### config.mk
export PLATFORM = sky130hd
export DESIGN_NAME = irq_priority_vector_logic
export DESIGN_NICKNAME = d
export VERILOG_FILES = /design/src/rtl/irq_prio_pkg.sv /design/src/rtl/pin_sync.sv /design/src/rtl/prio_select.sv /design/src/rtl/irq_priority_vector_logic.sv
export SDC_FILE = /design/constraint.sdc
export NUM_CORES = 1
export LEC_CHECK = 0
export BUFFER_PORTS_ARGS = -buffer_cell sky130_fd_sc_hd__clkbuf_2
export CAP_MARGIN = 20
export CORE_UTILIZATION = 56
export DETAILED_ROUTE_END_ITERATION = 7
export GPL_ROUTABILITY_DRIVEN = 0
export PLACE_DENSITY_LB_ADDON = 0.12
export SLEW_MARGIN = 20
export SYNTH_ARGS = -nofsm -noshare
export SYNTH_HDL_FRONTEND = slang
export SYNTH_HIERARCHICAL = 1
export SYNTH_SLANG_ARGS = --single-unit
export TNS_END_PERCENT = 30
### constraint.sdc
create_clock -name pclk -period 43.1 [get_ports pclk]
set_input_delay 8.62 -clock pclk [delete_from_list [all_inputs] [get_ports pclk]]
set_output_delay 8.62 -clock pclk [all_outputs]
set_load 0.05 [all_outputs]
### src/rtl/irq_prio_pkg.sv
// constants, offsets and source tables of the interrupt priority logic
package irq_prio_pkg;

  // ---------------------------------------------------------------
  // register offsets (byte addresses, one aligned word each)
  // ---------------------------------------------------------------
  localparam logic [7:0] OFF_PRIO_TIMERS_CALENDAR = 8'h00;
  localparam logic [7:0] OFF_PRIO_WATCHDOG_REFRESH_SERIAL = 8'h04;
  localparam logic [7:0] OFF_PRIO_EXT_PINS_LOW = 8'h08;
  localparam logic [7:0] OFF_PRIO_EXT_PINS_HIGH = 8'h0c;
  localparam logic [7:0] OFF_PRIO_DMA_FIFO_CONVERTER = 8'h10;
  localparam logic [7:0] OFF_NONMASKABLE_CONTROL = 8'h14;
  localparam logic [7:0] OFF_EVENT_STATUS = 8'h18;

  // ---------------------------------------------------------------
  // reset values and writable bit masks
  // ---------------------------------------------------------------
  localparam logic [15:0] PRIO_RESET = 16'h0000;
  localparam logic [15:0] NMCTL_RESET = 16'h0000;
  localparam logic [4:0][15:0] PRIO_WMASK = {
    16'hf0ff, 16'h00ff, 16'hffff, 16'hfff0, 16'hffff};
  localparam int NMCTL_PIN_LEVEL_BIT = 15;
  localparam int NMCTL_EDGE_SEL_BIT = 8;
  localparam logic EDGE_SEL_RESET = 1'b0;

  // ---------------------------------------------------------------
  // sources, event codes and level table
  // ---------------------------------------------------------------
  localparam int SRC_COUNT = 23;
  localparam int ONCHIP_COUNT = 14;
  localparam int EXT_PIN_COUNT = 6;
  localparam int SYNC_STAGES = 2;
  localparam logic [11:0] LVL_CODE_BASE = 12'h200;
  localparam logic [3:0] LVL_MAX = 4'hf;
  localparam logic [3:0] LVL_MASKED = 4'h0;

  // group = register index * 4 + field (field 3 = bits 15:12)
  function automatic logic [4:0] src_group(input int idx);
    case (idx)
      0: return 5'h03;
      1: return 5'h02;
      2, 3: return 5'h01;
      4, 5, 6: return 5'h00;
      7, 8, 9, 10: return 5'h05;
      11: return 5'h07;
      12, 13: return 5'h06;
      14: return 5'h08;
      15: return 5'h09;
      16: return 5'h0a;
      17: return 5'h0b;
      18: return 5'h0c;
      19: return 5'h0d;
      20: return 5'h13;
      21: return 5'h11;
      default: return 5'h10;
    endcase
  endfunction

  // fixed event code; level-coded sources carry their alternate code
  function automatic logic [11:0] src_code(input int idx);
    case (idx)
      0: return 12'h400;
      1: return 12'h420;
      2: return 12'h440;
      3: return 12'h460;
      4: return 12'h480;
      5: return 12'h4a0;
      6: return 12'h4c0;
      7: return 12'h4e0;
      8: return 12'h500;
      9: return 12'h520;
      10: return 12'h540;
      11: return 12'h560;
      12: return 12'h580;
      13: return 12'h5a0;
      14: return 12'h600;
      15: return 12'h620;
      16: return 12'h640;
      17: return 12'h660;
      18: return 12'h680;
      19: return 12'h6a0;
      20: return 12'h800;
      21: return 12'h900;
      default: return 12'h980;
    endcase
  endfunction

  // level 15 -> 0x200, each lower level adds 0x20
  function automatic logic [11:0] level_code(input logic [3:0] lvl);
    logic [3:0] inv;
    inv = LVL_MAX - lvl;
    return LVL_CODE_BASE + {3'h0, inv, 5'h00};
  endfunction

endpackage

### src/rtl/pin_sync.sv
// two-stage synchroniser for pin inputs plus one delayed copy
`timescale 1ns/1ps
module pin_sync #(
  parameter int WIDTH = 7
) (
  input wire logic pclk,
  input wire logic presetn,
  input wire logic [WIDTH-1:0] pin_async,
  input wire logic [WIDTH-1:0] reset_level,
  output logic [WIDTH-1:0] level,
  output logic [WIDTH-1:0] level_prev
);

  logic [WIDTH-1:0] meta_r;
  logic [WIDTH-1:0] sync_r;
  logic [WIDTH-1:0] prev_r;

  // the stages fill over three edges after release; level shows the idle
  // level for the first two and prev follows level until the third, so no false edge
  logic [1:0] fill_r;

  // ---------------------------------------------------------------
  // first stage read only by second stage
  // ---------------------------------------------------------------
  always_ff @(posedge pclk or negedge presetn) begin
    if (!presetn) begin
      meta_r <= '0;
      sync_r <= '0;
      prev_r <= '0;
      fill_r <= 2'h0;
    end else begin
      meta_r <= pin_async;
      sync_r <= meta_r;
      prev_r <= sync_r;
      fill_r <= (fill_r == 2'h3) ? 2'h3 : fill_r + 2'h1;
    end
  end

  // level valid once the second stage holds a sample, prev one later
  assign level = (fill_r >= 2'h2) ? sync_r : reset_level;
  assign level_prev = (fill_r == 2'h3) ? prev_r : level;

endmodule

### src/rtl/prio_select.sv
// picks the pending source with the highest level, lowest index on ties
`timescale 1ns/1ps
module prio_select #(
  parameter int N = 23
) (
  input wire logic [N-1:0] req,
  input wire logic [N-1:0][3:0] level,
  output logic valid,
  output logic [4:0] index,
  output logic [3:0] best_level
);

  // scan downward so that equal levels leave the lowest index in place
  always_comb begin
    valid = 1'b0;
    index = 5'h00;
    best_level = 4'h0;
    for (int i = N - 1; i >= 0; i--) begin
      if (req[i] && level[i] != 4'h0 && level[i] >= best_level) begin
        valid = 1'b1;
        index = 5'(i);
        best_level = level[i];
      end
    end
  end

endmodule

### src/rtl/irq_priority_vector_logic.sv
// interrupt priority registers, arbitration and event code generation
//
// Summary of operation
// - timer 0 underflow gives code 0x400, level from reg A bits 15:12.
// - timer 1 underflow gives code 0x420, level from reg A bits 11:8.
// - timer 2 underflow 0x440 and capture 0x460 share A 7:4.
// - refresh match 0x580 above overflow 0x5a0, both on B 11:8.
// - default order: timer 0 underflow first, converter last.
// - level-coded codes: level 15 is 0x200, plus 0x20 per lower level.
// - level-coded sources report the code of their accepted level.
// - five 16-bit read/write priority registers of four 4-bit fields.
// - priority registers clear on resets and hardware standby only.
// - field value 0 masks the source; 15 is the top level.
// - reserved priority fields read zero; software writes zero.
// - register D holds pin 5 in bits 7:4 and pin 4 in 3:0.
// - register E holds dma 15:12, fifo serial 7:4, converter 3:0.
// - non-maskable control is 16 bits, cleared on resets only.
// - control bit 15 reads the synchronised pin level, not writable.
// - control bit 8 selects the pin edge that raises a request.
// - control bits 14:9 and 7:0 read zero; software writes zero.
//
// The implementer's own choices: the APB register port and the address map.
`timescale 1ns/1ps
module irq_priority_vector_logic #(
  parameter int ADDR_W = 8
) (
  input wire logic pclk,
  input wire logic presetn,
  input wire logic psel,
  input wire logic penable,
  input wire logic pwrite,
  input wire logic [ADDR_W-1:0] paddr,
  input wire logic [31:0] pwdata,
  output logic [31:0] prdata,
  output logic pready,
  output logic pslverr,
  input wire logic manual_reset,
  input wire logic hw_standby,
  input wire logic [irq_prio_pkg::ONCHIP_COUNT-1:0] onchip_req,
  input wire logic [irq_prio_pkg::EXT_PIN_COUNT-1:0] ext_request_pin_n,
  input wire logic dma_req,
  input wire logic fifo_serial_req,
  input wire logic converter_req,
  input wire logic nonmaskable_pin,
  output logic irq_pending,
  output logic [3:0] irq_level,
  output logic [4:0] irq_source,
  output logic [11:0] event_code,
  output logic [11:0] event_code_alt,
  output logic nmi_request
);

  localparam int N = irq_prio_pkg::SRC_COUNT;
  localparam int NPIN = irq_prio_pkg::EXT_PIN_COUNT;

  // ---------------------------------------------------------------
  // elaboration checks
  // ---------------------------------------------------------------
  if (ADDR_W < 5 || ADDR_W > 8) begin : g_bad_addr
    $error("ADDR_W must lie between 5 and 8");
  end
  if (N > 32) begin : g_bad_count
    $error("source index is five bits wide");
  end

  // ---------------------------------------------------------------
  // state of the block, apart from the pin synchroniser stages
  // ---------------------------------------------------------------
  typedef struct packed {
    logic [4:0][15:0] prio;
    logic edge_sel;
    logic [31:0] rdata;
    logic ready;
    logic slverr;
    logic pending;
    logic [3:0] level;
    logic [4:0] source;
    logic [11:0] code;
    logic [11:0] code_alt;
    logic nmi_req;
  } state_t;

  localparam state_t STATE_RESET = '{
    prio: {5{irq_prio_pkg::PRIO_RESET}},
    edge_sel: irq_prio_pkg::EDGE_SEL_RESET,
    rdata: 32'h0000_0000,
    ready: 1'b0,
    slverr: 1'b0,
    pending: 1'b0,
    level: 4'h0,
    source: 5'h00,
    code: 12'h000,
    code_alt: 12'h000,
    nmi_req: 1'b0
  };

  state_t st_r;
  state_t st_nxt;

  // ---------------------------------------------------------------
  // pin synchronisation
  // ---------------------------------------------------------------
  logic [NPIN:0] pin_level;
  logic [NPIN:0] pin_prev;
  logic nmi_level;
  logic nmi_prev;
  logic [NPIN-1:0] ext_active;

  // prev is seeded as the idle level so release makes no false edge
  pin_sync #(
    .WIDTH(NPIN + 1)
  ) u_pin_sync (
    .pclk(pclk),
    .presetn(presetn),
    .pin_async({nonmaskable_pin, ext_request_pin_n}),
    .reset_level({1'b1, {NPIN{1'b1}}}),
    .level(pin_level),
    .level_prev(pin_prev)
  );

  assign nmi_level = pin_level[NPIN];
  assign nmi_prev = pin_prev[NPIN];
  // external request pins are level sensitive and active low
  assign ext_active = ~pin_level[NPIN-1:0];

  // ---------------------------------------------------------------
  // request vector in default order, index 0 highest
  // ---------------------------------------------------------------
  logic [N-1:0] req_vec;
  logic [N-1:0][3:0] src_level;

  // on-chip requests come from logic on pclk and need no sync
  assign req_vec = {converter_req, fifo_serial_req, dma_req,
                    ext_active, onchip_req};

  // each source reads the field of its group from the bank
  for (genvar i = 0; i < N; i++) begin : g_level
    localparam logic [4:0] GRP = irq_prio_pkg::src_group(i);
    assign src_level[i] =
      st_r.prio[GRP[4:2]][{GRP[1:0], 2'b00} +: 4];
  end

  // ---------------------------------------------------------------
  // arbitration
  // ---------------------------------------------------------------
  logic win_valid;
  logic [4:0] win_index;
  logic [3:0] win_level;

  // level 0 never wins, so a cleared field masks its source
  prio_select #(
    .N(N)
  ) u_prio_select (
    .req(req_vec),
    .level(src_level),
    .valid(win_valid),
    .index(win_index),
    .best_level(win_level)
  );

  // fixed code table, one entry per source
  logic [N-1:0][11:0] code_table;
  for (genvar i = 0; i < N; i++) begin : g_code
    assign code_table[i] = irq_prio_pkg::src_code(i);
  end

  // ---------------------------------------------------------------
  // apb decode
  // ---------------------------------------------------------------
  logic setup_phase;
  logic write_commit;
  logic addr_hit;
  logic [2:0] reg_idx;
  logic [15:0] nmctl_read;
  logic [15:0] status_read;

  assign setup_phase = psel & ~penable;
  // a write lands at the edge where pready is sampled high
  assign write_commit = psel & penable & st_r.ready & pwrite & ~st_r.slverr;

  // word aligned, inside the seven-word window
  always_comb begin
    addr_hit = 1'b0;
    reg_idx = 3'h0;
    if (paddr[1:0] == 2'b00 &&
        paddr <= ADDR_W'(irq_prio_pkg::OFF_EVENT_STATUS)) begin
      addr_hit = 1'b1;
      reg_idx = paddr[4:2];
    end
  end

  // pin level at bit 15, edge select at bit 8, the rest reads zero
  always_comb begin
    nmctl_read = 16'h0000;
    nmctl_read[irq_prio_pkg::NMCTL_PIN_LEVEL_BIT] = nmi_level;
    nmctl_read[irq_prio_pkg::NMCTL_EDGE_SEL_BIT] = st_r.edge_sel;
  end

  // presented level over presented code
  assign status_read = {st_r.level, st_r.code};

  // ---------------------------------------------------------------
  // next state
  // ---------------------------------------------------------------
  always_comb begin
    st_nxt = st_r;

    // apb answer one cycle after setup, zero wait states
    st_nxt.ready = 1'b0;
    st_nxt.slverr = 1'b0;
    if (setup_phase) begin
      st_nxt.ready = 1'b1;
      st_nxt.slverr = ~addr_hit;
      st_nxt.rdata = 32'h0000_0000;
      if (!pwrite && addr_hit) begin
        case (reg_idx)
          3'h0, 3'h1, 3'h2, 3'h3, 3'h4: begin
            // stored reserved bits are always zero
            st_nxt.rdata = {16'h0000, st_r.prio[reg_idx]};
          end
          3'h5: begin
            st_nxt.rdata = {16'h0000, nmctl_read};
          end
          3'h6: begin
            st_nxt.rdata = {16'h0000, status_read};
          end
          default: begin
            st_nxt.rdata = 32'h0000_0000;
          end
        endcase
      end
    end

    // register writes, reserved bits dropped by mask
    if (write_commit) begin
      case (reg_idx)
        3'h0, 3'h1, 3'h2, 3'h3, 3'h4: begin
          st_nxt.prio[reg_idx] =
            pwdata[15:0] & irq_prio_pkg::PRIO_WMASK[reg_idx];
        end
        3'h5: begin
          // pin level bit is not storage, writes cannot touch it
          st_nxt.edge_sel =
            pwdata[irq_prio_pkg::NMCTL_EDGE_SEL_BIT];
        end
        default: begin
          st_nxt.edge_sel = st_r.edge_sel;
        end
      endcase
    end

    // clears win over a write landing in the same cycle
    if (manual_reset || hw_standby) begin
      st_nxt.prio = {5{irq_prio_pkg::PRIO_RESET}};
    end
    if (manual_reset) begin
      st_nxt.edge_sel = irq_prio_pkg::EDGE_SEL_RESET;
    end

    // presented request, refreshed every cycle
    st_nxt.pending = win_valid;
    st_nxt.level = win_valid ? win_level : irq_prio_pkg::LVL_MASKED;
    st_nxt.source = win_index;
    st_nxt.code = 12'h000;
    st_nxt.code_alt = 12'h000;
    if (win_valid) begin
      st_nxt.code_alt = code_table[win_index];
      if (win_index >= 5'(irq_prio_pkg::ONCHIP_COUNT)) begin
        st_nxt.code = irq_prio_pkg::level_code(win_level);
      end else begin
        st_nxt.code = code_table[win_index];
      end
    end

    // edge on the synchronised pin, direction from the select bit
    if (st_r.edge_sel) begin
      st_nxt.nmi_req = nmi_level & ~nmi_prev;
    end else begin
      st_nxt.nmi_req = ~nmi_level & nmi_prev;
    end
  end

  // ---------------------------------------------------------------
  // state register; software standby needs no term, nothing clears
  // ---------------------------------------------------------------
  always_ff @(posedge pclk or negedge presetn) begin
    if (!presetn) begin
      st_r <= STATE_RESET;
    end else begin
      st_r <= st_nxt;
    end
  end

  // ---------------------------------------------------------------
  // outputs straight from the state register
  // ---------------------------------------------------------------
  assign prdata = st_r.rdata;
  assign pready = st_r.ready;
  assign pslverr = st_r.slverr;
  assign irq_pending = st_r.pending;
  assign irq_level = st_r.level;
  assign irq_source = st_r.source;
  assign event_code = st_r.code;
  assign event_code_alt = st_r.code_alt;
  assign nmi_request = st_r.nmi_req;

endmodule

### Word-level counts from Yosys, hierarchy flattened

Memories as Yosys holds them, arrays and structs flattened.
Index checks and enable logic that the tools add are counted.

* multiplexer cells: 93
* reduce and logical (&&, ||, !) cells: 76
* bitwise gates (word level): 14
* $lt $le $gt $ge: 29
* add/subtract/negate cells: 3
* eq/ne operators: 7

Operator list (number)
* 2-to-1 mux 80 bit: 2
* 2-to-1 mux 5 bit: 23
* 2-to-1 mux 4 bit: 24
* >= comparator 4 bit: 22
* 2-to-1 mux 81 bit: 1
* bitwise mux 80 bit: 1
* 2-to-1 mux 16 bit: 4
* nonzero test 4 bit: 16
* logical AND 1 bit: 49
* binary-select mux 16 bit (select 3 bit): 1
* demux 16 bit (select 3 bit): 1
* case mux 16 bit (3 select lines): 1
* 2-to-1 mux 1 bit: 27
* 2-to-1 mux 12 bit: 2
* 2-to-1 mux 24 bit: 1
* AND 16 bit: 1
* 2-to-1 mux 7 bit: 2
* adder 10 x 9 -> 11 bit, first input constant: 1
* equality test 3 bit, second input constant: 3
* <= comparator 8 x 5 -> 1 bit, second input constant: 1
* nonzero test 2 bit: 4
* AND 1 bit: 7
* equality test 3 x 2 -> 1 bit, second input constant: 2
* < comparator 5 x 6 -> 1 bit, second input constant: 1
* other kinds (19): 25

* input port bits: 71
* memories kept: 2
* register bits: 157
* memory bits (read-only): 512
* logic and storage cells: 243
* output and inout bits: 69

Memory list
* (name not given): words 32, width 12, rd ports 1, clocked after memory_dff 0, wr ports 0, RTL line irq_priority_vector_logic.sv:271 `st_nxt.code = code_table[win_index];`
* (name not given): words 8, width 16, rd ports 1, clocked after memory_dff 0, wr ports 0, RTL line irq_priority_vector_logic.sv:239 `pwdata[15:0] & irq_prio_pkg::PRIO_WMASK[reg_idx];`

### Longest topological paths before layout

Gate-level depths: netlist of the first run.

* word-level depth: 74
* gate-level depth with buffers: 187
* gate-level depth less buffers: 186

### Cells and area by module

Netlist of the first run, hierarchy kept.

By module, submodules not included
* irq_priority_vector_logic: cells each 586, seq. area each 3103.0 µm², times used 1, area an instance 6256.0 µm²
* prio_select: cells each 690, seq. area each 0.0 µm², times used 1, area an instance 4859.7 µm²
* pin_sync: cells each 56, seq. area each 575.6 µm², times used 1, area an instance 839.6 µm²

### Least setup slack after synthesis of the first run

No wires, ideal clock.

* path type: input-to-reg
* from: in converter_req
* to: reg st_r (netlist bit event_code_alt[6])
* path buffers: 2
* arrival time: 42298 ps
* stages on the path: 176
* path slack: 682 ps
* required time: 42981 ps
* library setup time: 119 ps
* path through: and2_1 -> ha_1 -> nor3b_1 -> o21ai_1 -> nand3_1 -> o21ai_0 -> ha_1 -> nand2b_1 -> a21oi_1 -> nor2_1 -> o21bai_1 -> nand2_1 -> mux2_2 -> ha_1 -> or3b_1 -> a21oi_1 -> nand2_1 -> a31o_2 -> (+140 left out) -> nor2b_1 -> o41ai_1 -> o21ai_0 -> o21ai_1 -> ha_1 -> nand2b_1 -> a21o_1 -> a21o_1 -> a21oi_1 -> nor2b_1 -> o41a_1 -> nor2_1 -> nand4_1 -> nor3b_1 -> clkbuf_1 -> xnor2_1 -> o21ai_0 -> and2_1

RTL lines
* start, declared: RTL line irq_priority_vector_logic.sv:43 `input wire logic converter_req,`
* end signal, assigned: RTL line irq_priority_vector_logic.sv:290 `st_r <= st_nxt;`
* end, declared: RTL line irq_priority_vector_logic.sv:97 `state_t st_r;`

==> out/summary.txt, run 1 <==
Status = finished clean
Via count = 10600
Global-route wire length before repair = 50400 um
Proportion of power drawn by combinational gates = 8.7%
Hold WC Path Type = reg -> reg
Share of layout cells above drive strength 1 = 28.4%
TritonCTS buffer count = 17
Initial DRT Pass Iterations = 6
Clock sink count = 141
Cts hold-fix bufs = 0
H-tree depth = 4
Dpl cells = 1645
I/O pins = 140
CTS Root Cell = clkbuf_16
Core area = 20400 um2
Nature of the critical path startpoint = primary input
Critical path data arrival time = 42.38 ns
Synthesized area = 11700 um2
Final min period = 42.02 ns
Post-DRT Antenna Nets = 0
Setup ws final = 1.08 ns
Sw Ratio = 27.8%
HPWL Detailed = 23600 um
Fin nets = 1569
WL/cell = 19.2 um
Mapped Cells = 1308
Final setup fails = 0
Synth Area per Inst = 8.94 um2
Finished Layout Cells = 1719
Most common cell on crit path = ha_1
Crit-path slowest cell = or3b_4
PwrDens = 21.8 nW/um2
Initial DRC Count = 871
Clock share of power = 46.8%
Vias per inst = 6.17
Place WS = -0.850 ns
Final hold viol count = 0
Internal power = 0.217 mW
Req. time, crit path = 43.46 ns
Final wirelength = 33000 um
Die Span Y = 146 um
LEAKAGE = 6.30 nW
Number of diodes = 0
Crit Path Category = in -> reg
Clock Latency Late Sink = 0.43 ns
WHS = 0.348 ns
Pin count of the biggest net entering global routing = 89
Final core utilization = 67.8%
Warnings, synthesis = 6
Reg power frac = 44.5%
Row count = 52
Overall Global Routing Usage = 29.7%
Initial core utilization = 57.4%
Die width = 146 um
Worst setup EP type = register
Area growth syn-to-layout = 18.1%
GRT overflow = 0
# DRC = 0
Max_slew headroom = 29.6%
Power, Total = 0.301 mW
Die area = 21500 um2
Max Fclk = 23.8 MHz
Final period util = 97.5%
Crit-path max FO = 7
Clock tree buffer depth = 2
Largest stage delay on the critical path = 0.40 ns
Final Slew Violations = 0
Clock-pin slew on the worst setup and hold paths = 0.07 ns
Worst path bufs/invs = 9
CTS tree = yes
CP delay by family, top = compound AO/OA/AOI/OAI gates
Vias in the first global route = 9505
NetSw = 0.0838 mW
Antenna violations before repair = 0
Worst vdd ir = 33.5 uV
Max-cap violations = 0
Tightest Pin Transition = 1.04 ns
I/O Buffers = 97
Worst Skew = 0.0186 ns
final timing paths:
check / endpoint / startpoint / cells after the start / slack (ns)
setup / recovery: event_code[8]$_DFF_PN0_ / converter_req / 179 / 1.08
hold / removal: u_pin_sync/sync_r[4]$_DFF_PN0_ / u_pin_sync/meta_r[4]$_DFF_PN0_ / 0 / 0.35
setup reg to reg: event_code[8]$_DFF_PN0_ / src_level[88]$_DFFE_PN0P_ / 178 / 8.95
hold reg to reg: u_pin_sync/sync_r[4]$_DFF_PN0_ / u_pin_sync/meta_r[4]$_DFF_PN0_ / 0 / 0.35
max in group asynchronous: src_level[5]$_DFFE_PN0P_ / presetn / 2 / 33.83
min in group asynchronous: src_level[89]$_DFFE_PN0P_ / presetn / 1 / 8.15
cell type report:
type	instances	area [um2]
multi-input cells	1038	8020
clock inverters	14	124
inverters	55	206
repair buffers	183	1150
clock buffers	18	439
well taps	270	338
fillers	1592	6560
flip-flops and latches	141	3530
per-layer routing:
metal	track usage [%]	wire, um	vias up
met5	0	0	-
met1	42.5	14700	5117
met3	4.66	2310	53
met2	46.0	15300	426
li1	-	-	5018
met4	9.69	705	0
cells in the final DEF, fill, tap and decap left out, types with 29 or more instances in the layout:
master / count
dfrtp_1: 141
nand2_1: 165
mux2i_1: 60
inv_1: 55
nor2_1: 63
clkbuf_2: 95
nand3_1: 38
o21ai_0: 38
ha_1: 55
conb_1: 35
buf_4: 81
a21oi_1: 58
and2_1: 29
state kept, by name (all words and copies together) (netlist names):
| register | count |
|---|---|
| src_level | 64 |
| prdata | 16 |
| st_r | 16 |
| event_code | 7 |
| event_code_alt | 7 |
| u_pin_sync/meta_r | 7 |
| u_pin_sync/sync_r | 7 |
| irq_source | 5 |
| irq_level | 4 |
| u_pin_sync/fill_r | 2 |
| irq_pending | 1 |
| nmctl_read | 1 |
| nmi_request | 1 |
| pready | 1 |
| pslverr | 1 |
| u_pin_sync/prev_r | 1 |
metrics by stage:
stage / setup TNS (ns) / area [um2]
after floorplan: 0 / 11800
after global placement: -6.62 / 12300
after detailed placement: -12.98 / 12300
after CTS: 0 / 12900
after global routing: -5.03 / 13800
final: 0 / 13800
power groups by stage:
stage | clock network, mW | logic [mW] | registers [mW]
2_1_floorplan | 0 | 0.0169 | 0.137
6_report | 0.141 | 0.0262 | 0.134
3_3_place_gp | 0 | 0.0249 | 0.137
3_5_place_dp | 0 | 0.0250 | 0.137
5_1_grt | 0.148 | 0.0283 | 0.134
4_1_cts | 0.142 | 0.0251 | 0.134
repair_timing:
action                                  CTS  global route
pin swaps                                 3            71
gates cloned                              0             1
endpoints found under the setup margin   20            23
buffers inserted                          2            39
resized for setup                         9           141
Note: power is estimated with default switching activity, not from simulation.
==> run 2, diff against run 1 <==
--- a/config.mk
+++ b/config.mk
@@ -7,7 +7,8 @@
 export LEC_CHECK = 0
 export BUFFER_PORTS_ARGS = -buffer_cell sky130_fd_sc_hd__clkbuf_2
 export CAP_MARGIN = 20
-export CORE_UTILIZATION = 56
+export CORE_UTILIZATION = 41
+export CTS_CLUSTER_DIAMETER = 120
 export DETAILED_ROUTE_END_ITERATION = 7
 export GPL_ROUTABILITY_DRIVEN = 0
 export PLACE_DENSITY_LB_ADDON = 0.12
==> out/summary.txt, run 2 (same netlist as run 1, synthesis figures left out) <==
Status = finished clean (unchanged)
Most frequent cells in the layout = nand2_1, dfrtp_1, clkbuf_2 (unchanged)
FF/Latch Area = 3530 um2 (unchanged)
Pin count of the biggest net entering global routing = 89 (unchanged)
Final period util = 97.0% (was 97.5%)
Global-route wire length before repair = 53700 um (was 50400 um)
Worst Skew = 0.0133 ns (was 0.0186 ns)
Worst vdd ir = 25.4 uV (was 33.5 uV)
H-tree depth = 4 (unchanged)
Area growth syn-to-layout = 19.5% (was 18.1%)
Max Fclk = 23.9 MHz (was 23.8 MHz)
Antenna violations before repair = 1 (was 0)
Final hold viol count = 0 (unchanged)
Final min period = 41.82 ns (was 42.02 ns)
Cts hold-fix bufs = 0 (unchanged)
Req. time, crit path = 43.42 ns (was 43.46 ns)
Core area = 27900 um2 (was 20400 um2)
Initial core utilization = 41.9% (was 57.4%)
Clock tree buffer depth = 2 (unchanged)
Most common cell on crit path = ha_1 (unchanged)
HPWL Detailed = 26000 um (was 23600 um)
Largest register FFs = 64 (unchanged)
Vias in the first global route = 9583 (was 9505)
Place WS = -0.786 ns (was -0.850 ns)
Tightest Pin Transition = 1.03 ns (was 1.04 ns)
Worst path bufs/invs = 8 (was 9)
CTS Root Cell = clkbuf_16 (unchanged)
Crit-path max FO = 8 (was 7)
Clock-pin slew on the worst setup and hold paths = 0.07 ns (about the same)
Row count = 61 (was 52)
GRT overflow = 0 (unchanged)
Nature of the critical path startpoint = primary input (unchanged)
Die width = 171 um (was 146 um)
Post-DRT Antenna Nets = 0 (unchanged)
PwrDens = 21.4 nW/um2 (was 21.8 nW/um2)
CTS tree = yes (unchanged)
Hold WC Path Type = reg -> reg (unchanged)
Overall Global Routing Usage = 23.8% (was 29.7%)
Crit-path slowest cell = or3b_4 (unchanged)
Clock sink count = 141 (unchanged)
Via count = 10500 (was 10600)
Crit Path Category = in -> reg (unchanged)
Final Slew Violations = 0 (unchanged)
Final wirelength = 35200 um (was 33000 um)
TritonCTS buffer count = 17 (unchanged)
I/O Buffers = 97 (unchanged)
Initial DRC Count = 840 (was 871)
# DRC = 0 (unchanged)
Fillers = 2622 (was 1592)
LEAKAGE = 6.26 nW (was 6.30 nW)
WL/cell = 19.3 um (was 19.2 um)
Setup ws final = 1.28 ns (was 1.08 ns)
Max_slew headroom = 30.7% (was 29.6%)
R2R Setup Slk = 9.12 ns (was 8.95 ns)
Share of layout cells above drive strength 1 = 28.5% (was 28.4%)
Vias per inst = 5.72 (was 6.17)
Final setup fails = 0 (unchanged)
Largest stage delay on the critical path = 0.40 ns (about the same)
Fin nets = 1570 (was 1569)
Initial DRT Pass Iterations = 5 (was 6)
Worst setup EP type = register (unchanged)
Critical path data arrival time = 42.15 ns (was 42.38 ns)
Die area = 29200 um2 (was 21500 um2)
Area of the multi-input gates = 8050 um2 (was 8020 um2)
Leading cell type in the layout, fill and taps excluded = nand2_1 (unchanged)
Final setup TNS = 0 ns (unchanged)
Max-cap violations = 0 (unchanged)
CP delay by family, top = compound AO/OA/AOI/OAI gates (unchanged)
Die Span Y = 171 um (was 146 um)
I/O pins = 140 (unchanged)
Clock Latency Late Sink = 0.43 ns (about the same)
-- run 2: final timing paths --
path | start | to | depth (start not counted)
worst max-delay path | converter_req | event_code_alt[8]$_DFF_PN0_ | 182
worst min-delay path | u_pin_sync/meta_r[5]$_DFF_PN0_ | u_pin_sync/sync_r[5]$_DFF_PN0_ | 0
worst max register to register | src_level[86]$_DFFE_PN0P_ | event_code_alt[8]$_DFF_PN0_ | 180
worst min register to register | u_pin_sync/meta_r[5]$_DFF_PN0_ | u_pin_sync/sync_r[5]$_DFF_PN0_ | 0
max in group asynchronous | presetn | st_r[128]$_DFFE_PN0P_ | 2
min in group asynchronous | presetn | u_pin_sync/meta_r[3]$_DFF_PN0_ | 1
-- run 2: final cells by class --
type	instances	share of cell area, %
Antenna cell	1	0.0179
Clock buffer	17	3.05
Inverter	55	1.48
Multi-Input combinational cell	1038	57.6
Clock inverter	15	0.896
Sequential cell	141	25.3
Timing Repair Buffer	184	8.30
Tap cell	378	3.39
-- run 2: metal layers --
layer	routed length, um	vias up	track usage, %
met5	0	-	0
met3	1710	36	3.12
li1	-	5030	-
met4	681	0	6.79
met1	16800	5094	34.6
met2	16000	294	36.7
-- run 2: worst reg2reg max path: cells and delay by family (launching register included) --
family	cells	cell delay, ns
AOI/OAI and AO/OA	77	13.93
and+or+nand+nor	60	7.84
adders and majority gates	24	6.64
muxes	12	3.93
buffers and inverters	7	1.00
DFF	1	0.51
-- run 2: metrics by stage --
stage	util [%]	cell area, um2	hold slack, ns	cells	power (mW)
after floorplan	-	11800	0.331	1341	0.154
after global placement	44.6	12500	0.333	1761	0.162
after detailed placement	44.6	12500	0.335	1761	0.162
after CTS	46.7	13000	0.350	1793	0.301
after global routing	50.0	14000	0.353	1828	0.310
final	50.0	14000	0.348	1829	0.299
-- run 2: timing repair --
item	CTS	global route
setup buffers	0	34
gates cloned	0	1
pin swaps	0	72
hold endpoints to repair	0	0
gates resized for setup	8	146
setup endpoints to repair	19	23
-- run 2: power by group --
group | internal, mW | switching [mW]
clock network | 0.0752 | 0.0638
logic | 0.00642 | 0.0200
registers | 0.134 | 0.000538
total | 0.215 | 0.0843
==> run 3, diff against run 2 <==
--- a/config.mk
+++ b/config.mk
@@ -7,7 +7,7 @@
 export LEC_CHECK = 0
 export BUFFER_PORTS_ARGS = -buffer_cell sky130_fd_sc_hd__clkbuf_2
 export CAP_MARGIN = 20
-export CORE_UTILIZATION = 41
+export CORE_UTILIZATION = 60
 export CTS_CLUSTER_DIAMETER = 120
 export DETAILED_ROUTE_END_ITERATION = 7
 export GPL_ROUTABILITY_DRIVEN = 0
==> out/summary.txt, run 3 (same netlist as run 1, synthesis figures left out) <==
Overall Global Routing Usage = 31.6% (was 23.8%)
Final wirelength = 32800 um (was 35200 um)
I/O Buffers = 97 (unchanged)
H-tree depth = 4 (unchanged)
CP delay by family, top = compound AO/OA/AOI/OAI gates (unchanged)
Initial core utilization = 61.9% (was 41.9%)
Max_slew headroom = 35.4% (was 30.7%)
Core area = 18900 um2 (was 27900 um2)
Vias in the first global route = 9538 (was 9583)
Clock Latency Late Sink = 0.42 ns (was 0.43 ns)
Row count = 50 (was 61)
Clock sink count = 141 (unchanged)
Vias per inst = 6.34 (was 5.72)
Initial DRC Count = 906 (was 840)
I/O pins = 140 (unchanged)
HPWL Detailed = 23800 um (was 26000 um)
Hold WC Path Type = reg -> reg (unchanged)
Initial DRT Pass Iterations = 6 (was 5)
Final setup fails = 0 (unchanged)
# DRC = 0 (unchanged)
Antenna violations before repair = 0 (was 1)
Status = finished clean (unchanged)
Nature of the critical path startpoint = primary input (unchanged)
Final hold viol count = 0 (unchanged)
GRT overflow = 0 (unchanged)
Area growth syn-to-layout = 16.2% (was 19.5%)
Worst vdd ir = 35.2 uV (was 25.4 uV)
Global-route wire length before repair = 49400 um (was 53700 um)
Most frequent cells in the layout = nand2_1, dfrtp_1, clkbuf_2 (unchanged)
LEAKAGE = 6.19 nW (was 6.26 nW)
Via count = 10800 (was 10500)
Dpl cells = 1635 (was 1761)
CTS tree = yes (unchanged)
Crit Path Category = in -> reg (unchanged)
Critical path data arrival time = 42.25 ns (was 42.15 ns)
Fillers = 1450 (was 2622)
Die Span Y = 142 um (was 171 um)
Final period util = 97.3% (was 97.0%)
Req. time, crit path = 43.42 ns (about the same)
Cts hold-fix bufs = 0 (unchanged)
Die width = 142 um (was 171 um)
Fin nets = 1560 (was 1570)
CTS Root Cell = clkbuf_16 (unchanged)
Worst setup EP type = register (unchanged)
Tightest Pin Transition = 0.956 ns (was 1.03 ns)
Pin count of the biggest net entering global routing = 89 (unchanged)
WL/cell = 19.3 um (about the same)
Worst path bufs/invs = 7 (was 8)
Final min period = 41.93 ns (was 41.82 ns)
Share of layout cells above drive strength 1 = 26.7% (was 28.5%)
Clock-pin slew on the worst setup and hold paths = 0.07 ns (about the same)
Post-DRT Antenna Nets = 0 (unchanged)
Worst Skew = 0.00773 ns (was 0.0133 ns)
Max-cap violations = 0 (unchanged)
Final setup TNS = 0 ns (unchanged)
Crit-path slowest cell = or3b_4 (unchanged)
Max Fclk = 23.8 MHz (was 23.9 MHz)
Crit-path max FO = 7 (was 8)
Finished Layout Cells = 1700 (was 1829)
TritonCTS buffer count = 17 (unchanged)
Largest stage delay on the critical path = 0.41 ns (was 0.40 ns)
Largest register FFs = 64 (unchanged)
Clock tree buffer depth = 2 (unchanged)
Most common cell on crit path = ha_1 (unchanged)
Number of diodes = 0 (was 1)
Die area = 20000 um2 (was 29200 um2)
Leading cell type in the layout, fill and taps excluded = nand2_1 (unchanged)
PwrDens = 22.0 nW/um2 (was 21.4 nW/um2)
Final Slew Violations = 0 (unchanged)
[run 3: changes by cell type in the layout (fill, tap and decap cells not counted), moves of 2 or more]
| cell | previous run | this run |
|---|---|---|
| ha_4 | 7 | 3 |
| buf_4 | 83 | 74 |
| nor2_2 | 4 | 6 |
| nand2_1 | 164 | 168 |
| nor2_4 | 4 | 2 |
| inv_8 | 0 | 3 |
| inv_6 | 9 | 7 |
| clkinvlp_4 | 5 | 2 |
| ha_1 | 55 | 59 |
| o21ai_1 | 23 | 21 |
| clkinv_2 | 0 | 2 |
| nand2_2 | 9 | 6 |
[run 3: what timing repair did]
item / in CTS / in global routing
setup buffers: 1 / 33
resized for setup: 6 / 118
pin swaps: 1 / 68
setup endpoints to repair: 18 / 23
[run 3: worst reg2reg max path: cells and delay by family, from the launching register on]
| kind | cells | cell delay (ns) |
|---|---|---|
| AO/OA/AOI/OAI | 73 | 13.40 |
| multiplexers | 12 | 3.82 |
| AND/OR/NAND/NOR | 59 | 8.51 |
| buffers and inverters | 6 | 0.93 |
| XOR/XNOR | 1 | 0.11 |
| flip-flops | 1 | 0.41 |
| adder cells (fa/ha/maj) | 24 | 6.75 |
[run 3: where the power goes]
part / switching, mW / internal, mW
clock network: 0.0631 / 0.0758
registers: 0.000543 / 0.134
logic: 0.0195 / 0.00640
total: 0.0831 / 0.216
[run 3: final timing paths]
kind | from | endpoint | slack, ns | cells after the start
max in group asynchronous | presetn | src_level[3]$_DFFE_PN0P_ | 33.83 | 2
worst min register to register | u_pin_sync/meta_r[0]$_DFF_PN0_ | u_pin_sync/sync_r[0]$_DFF_PN0_ | 0.35 | 0
worst min-delay path | u_pin_sync/meta_r[0]$_DFF_PN0_ | u_pin_sync/sync_r[0]$_DFF_PN0_ | 0.35 | 0
worst max-delay path | converter_req | event_code_alt[6]$_DFF_PN0_ | 1.17 | 176
worst max register to register | src_level[88]$_DFFE_PN0P_ | event_code_alt[6]$_DFF_PN0_ | 9.03 | 175
min in group asynchronous | presetn | prdata[1]$_DFFE_PN0P_ | 8.15 | 1
[run 3: layer usage]
layer	part of all wire (%)	track usage (%)	vias to the layer above
li1	-	-	5006
met1	43	43.9	5222
met2	46	50.6	486
met3	8.3	5.50	57
met4	2.5	9.00	0
met5	0	0	-
[run 3: per-stage QoR]
stage | setup slack (ns) | utilization (%) | power (mW) | area [um2] | hold slack [ns]
after floorplan | 0.682 | - | 0.154 | 11800 | 0.331
after global placement | -0.346 | 64.8 | 0.161 | 12300 | 0.334
after detailed placement | -0.843 | 64.9 | 0.161 | 12300 | 0.335
after CTS | 0.00508 | 68.0 | 0.298 | 12800 | 0.351
after global routing | -0.330 | 71.9 | 0.307 | 13600 | 0.353
final | 1.17 | 71.9 | 0.299 | 13600 | 0.348
[run 3: final cells by class]
cell class	instances	area (um2)	area share [%]
Sequential cell	141	3530	26.0
Inverter	55	206	1.52
Multi-Input combinational cell	1038	7900	58.1
Clock inverter	15	129	0.948
Tap cell	260	325	2.39
Timing Repair Buffer	174	1080	7.95
Clock buffer	17	425	3.13
